===== config.mk =====
export PLATFORM = sky130hd
export DESIGN_NAME = sce_top
export DESIGN_NICKNAME = d
export VERILOG_FILES = /design/src/include/sce_pkg.sv /design/src/include/sce_sync_if.sv /design/src/verilog/sce_sync.sv /design/src/verilog/sce_top.sv
export VERILOG_INCLUDE_DIRS = /design/src /design/src/include
export SDC_FILE = /design/constraint.sdc
export NUM_CORES = 1
export LEC_CHECK = 0
export CELL_PAD_IN_SITES_DETAIL_PLACEMENT = 2
export CELL_PAD_IN_SITES_GLOBAL_PLACEMENT = 2
export CORE_MARGIN = 2
export CORE_UTILIZATION = 35
export CTS_CLUSTER_DIAMETER = 60
export DETAILED_ROUTE_END_ITERATION = 8
export DONT_BUFFER_PORTS = 1
export PLACE_DENSITY_LB_ADDON = 0.1
export SETUP_SLACK_MARGIN = 0.15
export SYNTH_ARGS = -nofsm -noshare
export SYNTH_HDL_FRONTEND = slang
export SYNTH_SLANG_ARGS = --single-unit

===== constraint.sdc =====
create_clock -name pclk -period 3.5 [get_ports pclk]
set_input_delay 0.175 -clock pclk [delete_from_list [all_inputs] [get_ports pclk]]
set_output_delay 0.175 -clock pclk [all_outputs]
set_load 0.05 [all_outputs]

===== src/include/sce_defs.svh =====
// Purpose: Constants for the sheet count evaluator
// Assumes: pclk at 10 MHz
// Notes: Offsets are byte addresses on APB
`ifndef SCE_DEFS_SVH
`define SCE_DEFS_SVH
`define SCE_CLK_HZ 10000000
`define SCE_MEAS_US 2000
`define SCE_MEAS_CYC ((`SCE_CLK_HZ / 1000000) * `SCE_MEAS_US)
`define SCE_OFF_CTRL 12'h000
`define SCE_OFF_STAT 12'h004
`define SCE_OFF_SENSE 12'h008
`define SCE_CTRL_CAL_BIT 0
`define SCE_STAT_ACT_BIT 0
`define SCE_STAT_EDGE_BIT 1
`define SCE_STAT_DBL_BIT 2
`define SCE_STAT_SGL_BIT 3
`define SCE_STAT_OVL_BIT 4
`define SCE_STAT_BUSY_BIT 5
`define SCE_STAT_CAL_BIT 6
`define SCE_CTRL_RST 32'h00000000
`endif


===== src/include/sce_pkg.sv =====
// Purpose: Types for the sheet count evaluator
// Assumes: nothing
// Notes: One-hot measurement states
package sce_pkg;
  typedef enum logic [2:0] {
    SCE_IDLE = 3'b001,
    SCE_MEAS = 3'b010,
    SCE_WIN = 3'b100
  } sce_state_t;
  typedef enum logic [1:0] {
    SCE_NONE = 2'h0,
    SCE_ONE = 2'h1,
    SCE_TWO = 2'h2
  } sce_count_t;
endpackage


===== src/include/sce_sync_if.sv =====
// Purpose: Synchronised control levels and their edges
// Assumes: single pclk domain
// Notes: Carries the sync block output to the evaluator
`timescale 1ns/100ps
interface sce_sync_if;
  logic act;
  logic act_rise;
  logic act_fall;
  logic query;
  logic query_rise;
  logic query_fall;
  logic ovl_rise;
  logic mode;
  logic [1:0] sense;
  modport src (output act, act_rise, act_fall, query, query_rise, query_fall, ovl_rise, mode, sense);
  modport dst (input act, act_rise, act_fall, query, query_rise, query_fall, ovl_rise, mode, sense);
endinterface


===== src/verilog/sce_sync.sv =====
// Purpose: Two-flop synchronisers and edge detection for pin inputs
// Assumes: inputs asynchronous to pclk
// Notes: Edges come from the second and third stages only
`timescale 1ns/100ps
module sce_sync (
  // Clock and reset
  input wire logic pclk,
  input wire logic presetn,
  // Raw pins: act, query, overlap query, mode, sense[1:0]
  input wire logic [5:0] pins,
  // Synchronised side
  sce_sync_if.src sy
);
  logic [5:0] s1_reg;
  logic [5:0] s2_reg;
  logic [5:0] s3_reg;
  genvar i;
  generate
    for (i = 0; i < 6; i++) begin : g_sync
      always_ff @(posedge pclk or negedge presetn) begin
        if (!presetn) begin
          s1_reg[i] <= 1'b0;
          s2_reg[i] <= 1'b0;
          s3_reg[i] <= 1'b0;
        end else begin
          s1_reg[i] <= pins[i];
          s2_reg[i] <= s1_reg[i];
          s3_reg[i] <= s2_reg[i];
        end
      end
    end
  endgenerate
  assign sy.act = s2_reg[0];
  assign sy.act_rise = s2_reg[0] & ~s3_reg[0];
  assign sy.act_fall = ~s2_reg[0] & s3_reg[0];
  assign sy.query = s2_reg[1];
  assign sy.query_rise = s2_reg[1] & ~s3_reg[1];
  assign sy.query_fall = ~s2_reg[1] & s3_reg[1];
  assign sy.ovl_rise = s2_reg[2] & ~s3_reg[2];
  assign sy.mode = s2_reg[3];
  assign sy.sense = s2_reg[5:4];
endmodule // sce_sync


===== src/verilog/sce_top.sv =====
// Purpose: Sheet count evaluator with APB status and control
// Assumes: sense[1:0] carries the measured sheet count (0 none, 1 one, 2 two)
// Notes: All pin inputs are synchronised before use
//
// Behaviour
// - No sheet results are produced until the calibrated flag is set.
// - A primary query drives results from the current sheet measurement.
// - Exactly one sheet at a query drives the single-sheet output high.
// - Two sheets set the multi-sheet output within 2 ms of the query.
// - Double-sheet fault stays latched until activation goes low.
// - While the double fault is latched, query evaluation is suppressed.
// - An overlap query finding only one sheet sets the overlap fault.
// - Overlap fault clears on a later good overlap query or deactivation.
// - Overlap fault never blocks primary query evaluation.
// - Mode select is sampled only on the rise of activation.
// - Edge mode checks on each query rise outside a running 2 ms measurement and passes the result at once.
// - Mode sampled low at activation selects window evaluation.
// - Any single-sheet reading during a window suppresses double indication.
// - Activation level alone selects activated or deactivated state.
`timescale 1ns/100ps
`include "sce_defs.svh"
module sce_top (
  // Clock and reset
  input wire logic pclk,
  input wire logic presetn,
  // APB slave
  input wire logic psel,
  input wire logic penable,
  input wire logic pwrite,
  input wire logic [11:0] paddr,
  input wire logic [31:0] pwdata,
  output logic [31:0] prdata,
  output logic pready,
  output logic pslverr,
  // Machine control pins
  input wire logic activate_in,
  input wire logic primary_query_in,
  input wire logic overlap_query_in,
  input wire logic edge_mode_in,
  // Measured sheet count from the sensor front end
  input wire logic [1:0] sheet_sense_in,
  // Result pins
  output logic single_sheet_out,
  output logic double_sheet_out,
  output logic overlap_fault_out,
  output logic ready_out
);
  // Counter spans the whole 2 ms interval at the pclk rate
  localparam logic [14:0] MEAS_CYC = 15'(`SCE_MEAS_CYC);

  // ****************************************
  // Input synchronisation
  // ****************************************
  sce_sync_if sy ();
  sce_sync u_sync (
    .pclk(pclk),
    .presetn(presetn),
    .pins({sheet_sense_in, edge_mode_in, overlap_query_in, primary_query_in, activate_in}),
    .sy(sy)
  );

  // ****************************************
  // APB register file
  // ****************************************
  logic [31:0] ctrl_reg;
  logic [31:0] ctrl_next;
  logic [31:0] prdata_next;
  logic pslverr_next;
  logic pready_reg;
  logic pslverr_reg;
  logic [31:0] prdata_reg;
  wire setup = psel & ~penable;
  wire access = psel & penable;
  wire hit_ctrl = (paddr == `SCE_OFF_CTRL);
  wire hit_stat = (paddr == `SCE_OFF_STAT);
  wire hit_sense = (paddr == `SCE_OFF_SENSE);
  wire hit_any = hit_ctrl | hit_stat | hit_sense;
  wire wr_ctrl = access & pwrite & hit_ctrl;
  wire calibrated = ctrl_reg[`SCE_CTRL_CAL_BIT];

  // ****************************************
  // Evaluation state
  // ****************************************
  sce_pkg::sce_state_t state_reg;
  sce_pkg::sce_state_t state_next;
  logic [14:0] cnt_reg;
  logic [14:0] cnt_next;
  logic edge_mode_reg;
  logic edge_mode_next;
  logic dbl_reg;
  logic dbl_next;
  logic sgl_reg;
  logic sgl_next;
  logic ovl_reg;
  logic ovl_next;
  logic win_single_reg;
  logic win_single_next;
  logic win_double_reg;
  logic win_double_next;
  logic ready_reg;

  wire active = sy.act;
  wire enabled = active & ready_reg & ~dbl_reg;
  wire sense_one = (sy.sense == sce_pkg::SCE_ONE);
  wire sense_two = (sy.sense == sce_pkg::SCE_TWO);
  wire cnt_done = (cnt_reg == 15'h0000);
  wire ovl_query = enabled & sy.ovl_rise;

  always_comb begin
    ctrl_next = ctrl_reg;
    if (wr_ctrl) begin
      ctrl_next = {31'h00000000, pwdata[`SCE_CTRL_CAL_BIT]};
    end
  end

  always_comb begin
    prdata_next = 32'h00000000;
    pslverr_next = 1'b0;
    if (setup & ~pwrite & hit_ctrl) begin
      prdata_next = ctrl_reg;
    end else if (setup & ~pwrite & hit_stat) begin
      prdata_next[`SCE_STAT_ACT_BIT] = active;
      prdata_next[`SCE_STAT_EDGE_BIT] = edge_mode_reg;
      prdata_next[`SCE_STAT_DBL_BIT] = dbl_reg;
      prdata_next[`SCE_STAT_SGL_BIT] = sgl_reg;
      prdata_next[`SCE_STAT_OVL_BIT] = ovl_reg;
      prdata_next[`SCE_STAT_BUSY_BIT] = ~state_reg[0];
      prdata_next[`SCE_STAT_CAL_BIT] = ready_reg;
    end else if (setup & ~pwrite & hit_sense) begin
      prdata_next = {30'h00000000, sy.sense};
    end
    if (setup & ~hit_any) begin
      pslverr_next = 1'b1;
    end else if (setup & pwrite & ~hit_ctrl) begin
      pslverr_next = 1'b1;
    end
  end

  always_ff @(posedge pclk or negedge presetn) begin
    if (!presetn) begin
      ctrl_reg <= `SCE_CTRL_RST;
    end else begin
      ctrl_reg <= ctrl_next;
    end
  end

  // ****************************************
  // Bus answer, one access cycle after every setup
  // ****************************************
  always_ff @(posedge pclk or negedge presetn) begin
    if (!presetn) begin
      prdata_reg <= 32'h00000000;
      pready_reg <= 1'b0;
      pslverr_reg <= 1'b0;
    end else begin
      prdata_reg <= setup ? prdata_next : prdata_reg;
      pready_reg <= setup;
      pslverr_reg <= setup ? pslverr_next : 1'b0;
    end
  end

  // ****************************************
  // Measurement sequencer
  // ****************************************
  always_comb begin
    state_next = state_reg;
    cnt_next = cnt_reg;
    edge_mode_next = edge_mode_reg;
    dbl_next = dbl_reg;
    sgl_next = sgl_reg;
    win_single_next = win_single_reg;
    win_double_next = win_double_reg;
    if (sy.act_rise) begin
      edge_mode_next = sy.mode;
    end
    case (state_reg)
      sce_pkg::SCE_IDLE: begin
        if (enabled & sy.query_rise & edge_mode_reg) begin
          state_next = sce_pkg::SCE_MEAS;
          cnt_next = MEAS_CYC - 15'h0001;
          sgl_next = sense_one;
          if (sense_two) begin
            dbl_next = 1'b1;
          end
        end else if (enabled & sy.query_fall & ~edge_mode_reg) begin
          state_next = sce_pkg::SCE_WIN;
          win_single_next = sense_one;
          win_double_next = sense_two;
        end
      end
      sce_pkg::SCE_MEAS: begin
        if (!enabled) begin
          state_next = sce_pkg::SCE_IDLE;
        end else begin
          sgl_next = sense_one;
          if (sense_two) begin
            dbl_next = 1'b1;
          end
          if (cnt_done) begin
            state_next = sce_pkg::SCE_IDLE;
          end else begin
            cnt_next = cnt_reg - 15'h0001;
          end
        end
      end
      sce_pkg::SCE_WIN: begin
        if (!enabled) begin
          state_next = sce_pkg::SCE_IDLE;
        end else if (sy.query_rise) begin
          state_next = sce_pkg::SCE_IDLE;
          sgl_next = win_single_reg | sense_one;
          if (win_double_reg & ~win_single_reg & ~sense_one) begin
            dbl_next = 1'b1;
          end
        end else begin
          win_single_next = win_single_reg | sense_one;
          win_double_next = win_double_reg | sense_two;
        end
      end
      default: begin
        state_next = sce_pkg::SCE_IDLE;
      end
    endcase
    // Deactivation overrides the double, single and state next values
    if (!active) begin
      dbl_next = 1'b0;
      sgl_next = 1'b0;
      state_next = sce_pkg::SCE_IDLE;
    end
  end

  // ****************************************
  // Overlap fault
  // ****************************************
  // Set wins over clear when both fall in one cycle
  always_comb begin
    ovl_next = ovl_reg;
    if (ovl_query & sense_one) begin
      ovl_next = 1'b1;
    end else if (ovl_query & sense_two) begin
      ovl_next = 1'b0;
    end else if (!active) begin
      ovl_next = 1'b0;
    end
  end

  // ****************************************
  // Mode capture
  // ****************************************
  always_ff @(posedge pclk or negedge presetn) begin
    if (!presetn) begin
      edge_mode_reg <= 1'b0;
    end else begin
      edge_mode_reg <= edge_mode_next;
    end
  end

  // ****************************************
  // Sequencer registers
  // ****************************************
  always_ff @(posedge pclk or negedge presetn) begin
    if (!presetn) begin
      state_reg <= sce_pkg::SCE_IDLE;
      cnt_reg <= 15'h0000;
      win_single_reg <= 1'b0;
      win_double_reg <= 1'b0;
    end else begin
      state_reg <= state_next;
      cnt_reg <= cnt_next;
      win_single_reg <= win_single_next;
      win_double_reg <= win_double_next;
    end
  end

  // ****************************************
  // Result latches
  // ****************************************
  always_ff @(posedge pclk or negedge presetn) begin
    if (!presetn) begin
      dbl_reg <= 1'b0;
      sgl_reg <= 1'b0;
      ovl_reg <= 1'b0;
    end else begin
      dbl_reg <= dbl_next;
      sgl_reg <= sgl_next;
      ovl_reg <= ovl_next;
    end
  end

  // ****************************************
  // Calibrated flag
  // ****************************************
  always_ff @(posedge pclk or negedge presetn) begin
    if (!presetn) begin
      ready_reg <= 1'b0;
    end else begin
      ready_reg <= calibrated;
    end
  end

  // ****************************************
  // Output flops
  // ****************************************
  // Outputs take the next values so pins move in the cycle after a decision
  always_ff @(posedge pclk or negedge presetn) begin
    if (!presetn) begin
      single_sheet_out <= 1'b0;
    end else begin
      single_sheet_out <= sgl_next;
    end
  end

  always_ff @(posedge pclk or negedge presetn) begin
    if (!presetn) begin
      double_sheet_out <= 1'b0;
    end else begin
      double_sheet_out <= dbl_next;
    end
  end

  always_ff @(posedge pclk or negedge presetn) begin
    if (!presetn) begin
      overlap_fault_out <= 1'b0;
    end else begin
      overlap_fault_out <= ovl_next;
    end
  end

  always_ff @(posedge pclk or negedge presetn) begin
    if (!presetn) begin
      ready_out <= 1'b0;
    end else begin
      ready_out <= calibrated;
    end
  end

  assign prdata = prdata_reg;
  assign pready = pready_reg;
  assign pslverr = pslverr_reg;
endmodule // sce_top

-- Word-level counts from Yosys, hierarchy flattened
Cells that the tools add are included.
- register bits after elaboration: 75
- output and inout port bits: 38
- bits of input ports: 55
- mux-type cells: 45
- add/sub/neg operators: 1
- bitwise gates (word level): 43
- equality and inequality tests: 24
- reduce and logical (&&, ||, !) cells: 9
- operator list (cell ; count):
    15-bit 2-to-1 mux ; 3
    32-bit 2-to-1 mux ; 1
    15-bit one-hot mux with 2 select lines ; 1
    1-bit AND ; 26
    1-bit 2-to-1 mux ; 26
    3-bit 2-to-1 mux ; 7
    3-bit != test (second input constant) ; 6
    4-bit != test (second input constant) ; 4
    15-bit zero test ; 1
    15-bit by 1-bit subtractor with 15-bit output (second input constant) ; 1
    2-bit != test (second input constant) ; 7
    1-bit NOT ; 13
    12-bit by 3-bit == test with 1-bit output (second input constant) ; 1
    12-bit by 4-bit == test with 1-bit output (second input constant) ; 1
    12-bit zero test ; 1
    5-bit AND reduction ; 2
    3-bit one-hot mux with 3 select lines ; 1
    7-bit 2-to-1 mux ; 1
    1-bit one-hot mux with 3 select lines ; 2
    6-bit AND reduction ; 1
    1-bit OR ; 4
    1-bit one-hot mux with 2 select lines ; 2
    4-bit AND reduction ; 1
    2-bit nonzero test ; 2
    other kinds (7) ; 7

-- Depth between registers and ports, before layout
Gate-level depths: netlist of run 1.
- word-level depth: 8
- depth in mapped cells: 6
- depth with buffers taken out: 6

-- Hierarchy
From an unflattened synthesis of run 1, not the netlist that was laid out.
- cells, all modules: 238
- area, all modules: 2507.4 um2
- modules (own cells, without submodules) (module ; seq. area each (um2) ; times used ; area each (um2) ; cells an instance):
    sce_top ; 877.1 ; 1 ; 2075.7 ; 216
    sce_sync ; 375.4 ; 1 ; 431.7 ; 22

-- Worst setup path after synthesis of run 1
No wires, ideal clock.
- path kind: flip-flop to flip-flop
- from: register cnt_reg[0]
- to: register cnt_reg[1]
- setup time: 128 ps
- path buffers: 0
- clock period less this slack: 1991 ps
- arrival: 1863 ps
- data required time: 3372 ps
- stages on the path, launching flop included: 7
- slack: 1509 ps
- cell sequence: dfrtp_1 inv_1 ha_1 nor3b_1 nand4_1 a21oi_1 mux2_1
- word-level cells in the longest chain between the ends: 4
- RTL lines (what ; RTL line ; text):
    start: declaration ; sce_top.sv:86 ; logic [14:0] cnt_reg;
    start signal: assignment ; sce_top.sv:269 ; cnt_reg <= cnt_next;
    15-bit by 1-bit subtractor with 15-bit output ; sce_top.sv:202 ; cnt_next = cnt_reg - 15'h0001;
    15-bit 2-to-1 mux ; sce_top.sv:199 ; if (cnt_done) begin
    15-bit 2-to-1 mux ; sce_top.sv:192 ; if (!enabled) begin
    15-bit one-hot mux with 2 select lines ; sce_top.sv:176 ; case (state_reg)
Parallel ways exist; a longest one is shown, timed or not. The select of a mux whose other input is x is not followed.
A chain may end at the register's enable or synchronous reset.

-- Worst setup path in the final report of run 1
Ends and elaborated chain as after synthesis.

==> results of run 1 <==
==> synth_stat cells, types with 7 or more instances <==
cell,n
o21ai_0,10
dfrtp_1,49
nor3_1,9
inv_1,10
nor2_1,9
nand3_1,7
nand2_1,14
a21oi_1,10
or4_1,7
buf_4,25
nor4_1,9
==> metrics by stage <==
| step | utilization (%) | total power [W] | instance area (sq um) |
|---|---|---|---|
| 5_1_grt | 39.4 | 0.00115 | 2690 |
| 2_1_floorplan | - | 0.000737 | 2570 |
| 3_3_place_gp | 36.6 | 0.000727 | 2500 |
| 3_5_place_dp | 36.6 | 0.000729 | 2500 |
| 6_report | 39.4 | 0.00109 | 2690 |
| 4_1_cts | 39.4 | 0.00111 | 2690 |
==> path summary, 6_finish.rpt <==
path,from,to,slack [ns],cells past startpoint
setup / recovery,cnt_reg[0],cnt_reg[1],1.27,7
hold / removal,pwdata[0],ctrl_reg[0],0.03,1
setup reg to reg,cnt_reg[0],cnt_reg[1],1.27,7
hold reg to reg,u_sync.s1_reg[0],u_sync.sy.act,0.35,0
max in group asynchronous,presetn,state_reg[0],2.83,2
min in group asynchronous,presetn,pready,0.38,2
==> power by group <==
group          total [W]  switching, W  internal (W)
clock           0.000351      0.000192      0.000159
sequential      0.000618     0.0000205      0.000598
combinational   0.000120     0.0000926     0.0000277
total            0.00109      0.000305      0.000785
==> kinds of logic (layout without fill, tap and decap cells) <==
family,Yosys count,after routing
other,1,25
DFF,50,50
and+or+nand+nor,91,91
buffers and inverters,39,28
muxes,9,9
AOI/OAI and AO/OA,45,45
adders and majority gates,2,2
==> layout by cell type, fill, tap and decap left out, types with 4 or more instances in the layout <==
master,count
a21oi_1,10
dfrtp_1,49
a31oi_1,4
nand3_1,7
nor2b_1,4
mux2i_1,6
o31ai_1,6
nand2_1,14
nor3_1,9
or4_1,7
inv_1,10
o21ai_0,10
dlygate4sd3_1,7
nor2_1,9
conb_1,25
a22o_1,5
clkbuf_8,6
nor4_1,9
or3_1,4
==> metal layers <==
layer	vias up	share of wire, %	global-route usage, %
li1	842	-	-
met1	890	46	20.4
met2	32	50	25.0
met3	5	3.9	3.49
met4	0	0.61	3.31
met5	-	0	0
==> cell type report <==
type	count	area share, %
inverters	10	1.39
clock inverters	2	0.465
multi-input cells	172	39.9
clock buffers	6	3.07
flip-flops and latches	50	46.5
repair buffers	10	4.18
well taps	96	4.46
==> timing repair <==
item | 4_1_cts | 5_1_grt
hold endpoints to repair | 56 | 0
setup endpoints to repair | 0 | 0
hold buffers | 8 | 0
==> out/metrics.cfg, run 1 <==
[sta]
min_period_over_period_pct = 63.9
min_period_ns = 2.23
hold_viol = 0
timing.slew.headroom_pct = 47.1
fmax_ghz = 0.447
setup_slack_ns = 1.27
whs_ns = 0.0288
finalSetupTns_ns = 0
rsz0062_at_grt = false
drv_slew = 0
worst_pin_slew_ns = 0.786
fin_skew_ns = 0.00506
setup_viol = 0

[setup_path]
cp_slowest_cell = dfrtp_1
critPathBufInv = 2
critPathMaxFanout = 8
arrival_ns = 2.42
critPathKind = flop to flop
slowest_delay_ns = 0.42
path_cells = inv_1 -> ha_1 -> nor3b_1 -> buf_4 -> nand4_1 -> a21oi_1 -> mux2_1
crit_path_start_kind = flop
cp.required_ns = 3.68
critPathTopFamily = simple AND/OR/NAND/NOR gates
critPathCaptureType = flop

[logic_synthesis]
ys_seq_elements = 50
synth_compound_area_share_pct = 11.5
postSynthAreaPerCell_sq_um = 10.5
synth_top_cell_by_area = dfrtp_1
synth_top_cell_area_share_pct = 49.5
synthArstFlopShare_pct = 100
yosys-top-cells-area = dfrtp_1, buf_4, mux2i_1, nor4_1, nand2_1
synth_xor_area_share_pct = 0
syn_inst = 237
seq_area_frac_synth_pct = 50.6
synth.distinct_cells = 50
synthAdderAreaFrac_pct = 0.909
synth_top_family_by_area = simple AND/OR/NAND/NOR gates
synth-main-ff-cell = dfrtp_1
synthMuxAreaShare_pct = 3.79
syn_area_sq_mm = 0.00248
synth-edff-count = 0
synthSimpleGateAreaFrac_pct = 23.3
yosysWarnings = 0

[clock_tree]
clk-insertion-delay-late_ns = 0.30
postCtsSetupBuffers = 0
cts_resized = 0
clock_sink_count = 50
clkTransAtPathRegs_ns = 0.09
htree_levels = 2
cts_tree = yes
clockBufferDepth = 2
cts_buffers = 5
cts-root-buf = clkbuf_8

[detailed_routing]
via_per_inst = 5.11
ant_nets = 0
wirelength_microns = 5550
drc = 0
num_vias = 1769
firstDrtPassIters = 4
drtIter0Drc = 81
wl_per_cell_microns = 16.0

[global_route]
grt_pass1_vias = 1777
antenna_found_initial = 0
track_usage_pct = 15.1
grt_first_pass_wirelength_microns = 9070
grt_overflow = 0
grt_max_degree = 51

[floorplanning]
core_area_sq_mm = 0.00683
start_util_pct = 36.3
die_h_microns = 88.1
die_area_sq_mm = 0.00777
ioPinCount = 93
rows = 30
dieWidth_microns = 88.1

[layout]
multi_input_comb_area_sq_mm = 0.00107
drive_above_1_share_pct = 10.4
fin_cells = 346
syn_to_final_growth_pct = 8.64
fillers = 757
diodes = 0
nets = 305
regArea_sq_mm = 0.00125
largest_reg_flops = 15

[run]
drv_cap = 0

[outcome]
status = complete, no violations

[place]
hpwl_microns = 3990
gp_congestion = 0.734
dp.cells = 330
preCtsSetupSlack_ns = 1.26
portBuffers = 0

[pwr]
p_per_area_mw_per_mm2 = 405
irDropWorstVdd_mv = 0.153
static-leakage-power_nw = 1.24

[worst_hold_path]
hp-class = primary input to flop

(Power assumes the default switching activity.)
==> run 2: changes to the inputs <==
- ABC_AREA: not set -> 1
- clock period: 3.5 -> 2.2 ns (I/O delays scaled with it)
==> run 2 against run 1 <==
Net effect:
- via count up 26%
- sequential power up 60%
- largest cell class unchanged
- critical endpoint is now cnt_reg[9]
- fmax up 23%
- worst setup slack worse by 0.88 ns
- largest power group unchanged
- core utilization down 0.40 points
- non-clock buffer count up 3
- highest routed layer unchanged
==> out/metrics.cfg, run 2 <==
[layout]
mostFrequentLayoutCells = nand2_1, dfrtp_1, nor2_1
final_util_pct = 39.0
largest_reg_flops = 15
syn_to_final_growth_pct = 8.32
fin_area_sq_mm = 0.00300
final_common_cell = nand2_1
drive_above_1_share_pct = 10.7
diodes = 0
nets = 418

[global_route]
grt_first_pass_wirelength_microns = 11800
grt_max_degree = 51
track_usage_pct = 17.3
grt_overflow = 0
antenna_found_initial = 0
grt_pass1_vias = 2369

[sta]
finalSetupTns_ns = 0
rsz0062_at_grt = false
worst_pin_slew_ns = 0.520
min_period_ns = 1.81
setup_viol = 0
fin_skew_ns = 0.00977
hold_viol = 0
fmax_ghz = 0.552
whs_ns = 0.0375
timing.slew.headroom_pct = 65.3
min_period_over_period_pct = 82.3
drv_slew = 0

[detailed_routing]
wirelength_microns = 6840
firstDrtPassIters = 4
ant_nets = 0
drc = 0
via_per_inst = 4.79
drtIter0Drc = 42
wl_per_cell_microns = 14.7
num_vias = 2227

[run]
drv_cap = 0

[pwr]
intPower_w = 0.00123
p_seq_share_pct = 54.6
p_per_area_mw_per_mm2 = 603
static-leakage-power_nw = 1.60
power_switching_w = 0.000577
irDropWorstVdd_mv = 0.431
pwr-share-clk_pct = 32.1
power_w = 0.00181
power_switching_share_pct = 31.9
p_comb_share_pct = 13.3

[clock_tree]
clkTransAtPathRegs_ns = 0.10
clockBufferDepth = 2
htree_levels = 2
cts_buffers = 5
cts_tree = yes
cts-root-buf = clkbuf_8
cts_resized = 0
clk-insertion-delay-late_ns = 0.31
clock_sink_count = 50
postCtsSetupBuffers = 0

[floorplanning]
rows = 32
ioPinCount = 93
dieWidth_microns = 92.9
core_area_sq_mm = 0.00769
start_util_pct = 36.0
die_h_microns = 92.9
die_area_sq_mm = 0.00864

[logic_synthesis]
synth-edff-count = 0
syn_area_sq_mm = 0.00277
ys_seq_elements = 50
postSynthAreaPerCell_sq_um = 7.98
yosysMostFrequentCell = nand2_1
synthArstFlopShare_pct = 100
yosysWarnings = 0
synth_top_cell_by_area = dfrtp_1
syn_inst = 347
synth-main-ff-cell = dfrtp_1
yosys-top-cells-area = dfrtp_1, nand2_1, buf_4, nor2_1, nand3_1
synth.distinct_cells = 33
synth_top_cell_area_share_pct = 44.3
synth_common_cells = nand2_1, dfrtp_1, nor2_1, inv_1, nand3_1
seq_area_frac_synth_pct = 45.3

[setup_path]
critPathMaxFanout = 19
cp.required_ns = 2.39
r2r_start = cnt_reg[0]
critPathLaunch = cnt_reg[0]
crit_path_start_kind = flop
arrival_ns = 2.00
path_cells = inv_1 -> ha_1 -> nand2_2 -> nor2_4 -> nand2_2 -> nand3_4 -> nand2_4 -> nand2_1 -> o21ai_0
critPathCaptureType = flop
critPathBufInv = 1
cp_slowest_cell = dfrtp_1
critPathKind = flop to flop
cpMostUsedCell = nand2_2
critPathTopFamily = simple AND/OR/NAND/NOR gates
slowest_delay_ns = 0.41

[place]
hpwl_microns = 5090
gp_congestion = 0.787
portBuffers = 0
placed_cell_area_sq_mm = 0.00279

[worst_hold_path]
worstHoldStart = psel
hp-class = primary input to flop

[outcome]
status = complete, no violations

==> run 2: cell types whose count changed after synthesis, sizes merged, moves of 5 or more <==
cell and delta:
inv +27, nand3 +30, nor4 -9, or4 -8
or3 -5, nand2 +86, a22o -5, mux2i -6
a21oi -7, nor2 +40, nor3 -6, o31ai -6
nand4 +8
==> run 2: power groups by stage <==
stage	registers, W	clock network [W]	logic (W)
6_report	0.000987	0.000581	0.000241
5_1_grt	0.000993	0.000642	0.000264
4_1_cts	0.000989	0.000609	0.000243
3_5_place_dp	0.00101	0	0.000204
3_3_place_gp	0.00101	0	0.000200
2_1_floorplan	0.00101	0	0.000201
==> run 2: worst paths after layout <==
kind	endpoint	slack [ns]	cells past startpoint
worst max-delay path	cnt_reg[9]	0.39	9
worst min-delay path	pready	0.04	2
worst max register to register	cnt_reg[9]	0.39	9
worst min register to register	u_sync.sy.sense[1]	0.36	0
max in group asynchronous	state_reg[0]	1.61	2
min in group asynchronous	pslverr	0.30	2
==> run 2: through the flow <==
step,setup WS [ns],cells
2_1_floorplan,0.583,371
3_3_place_gp,0.409,447
3_5_place_dp,0.366,447
4_1_cts,0.327,465
5_1_grt,0.197,465
6_report,0.389,465
==> run 2: kinds of logic after synthesis <==
group / synth area share (%)
AOI/OAI and AO/OA: 4.07
other: 0.135
DFF: 45.3
xor gates and xnor gates: 1.58
buffers and inverters: 13.2
and+or+nand+nor: 35.4
adders and majority gates: 0.452
==> run 2: routing by layer <==
layer  global-route usage (%)  share of wire (%)
met1                     23.6                 48
met2                     28.9                 48
met3                     3.17                3.0
met4                     3.68               0.86
met5                        0                  0
==> run 2: repair_timing <==
action                                  4_1_cts  5_1_grt
endpoints found under the setup margin        0        0
endpoints found under the hold margin        58        0
hold buffers                                 10        0
==> run 2: area by class of cell <==
class,instances,area [sq um]
flip-flops and latches,50,1250
clock buffers,5,68.8
inverters,37,141
fillers,914,4690
clock inverters,3,26.3
repair buffers,13,140
well taps,102,128
multi-input cells,255,1240
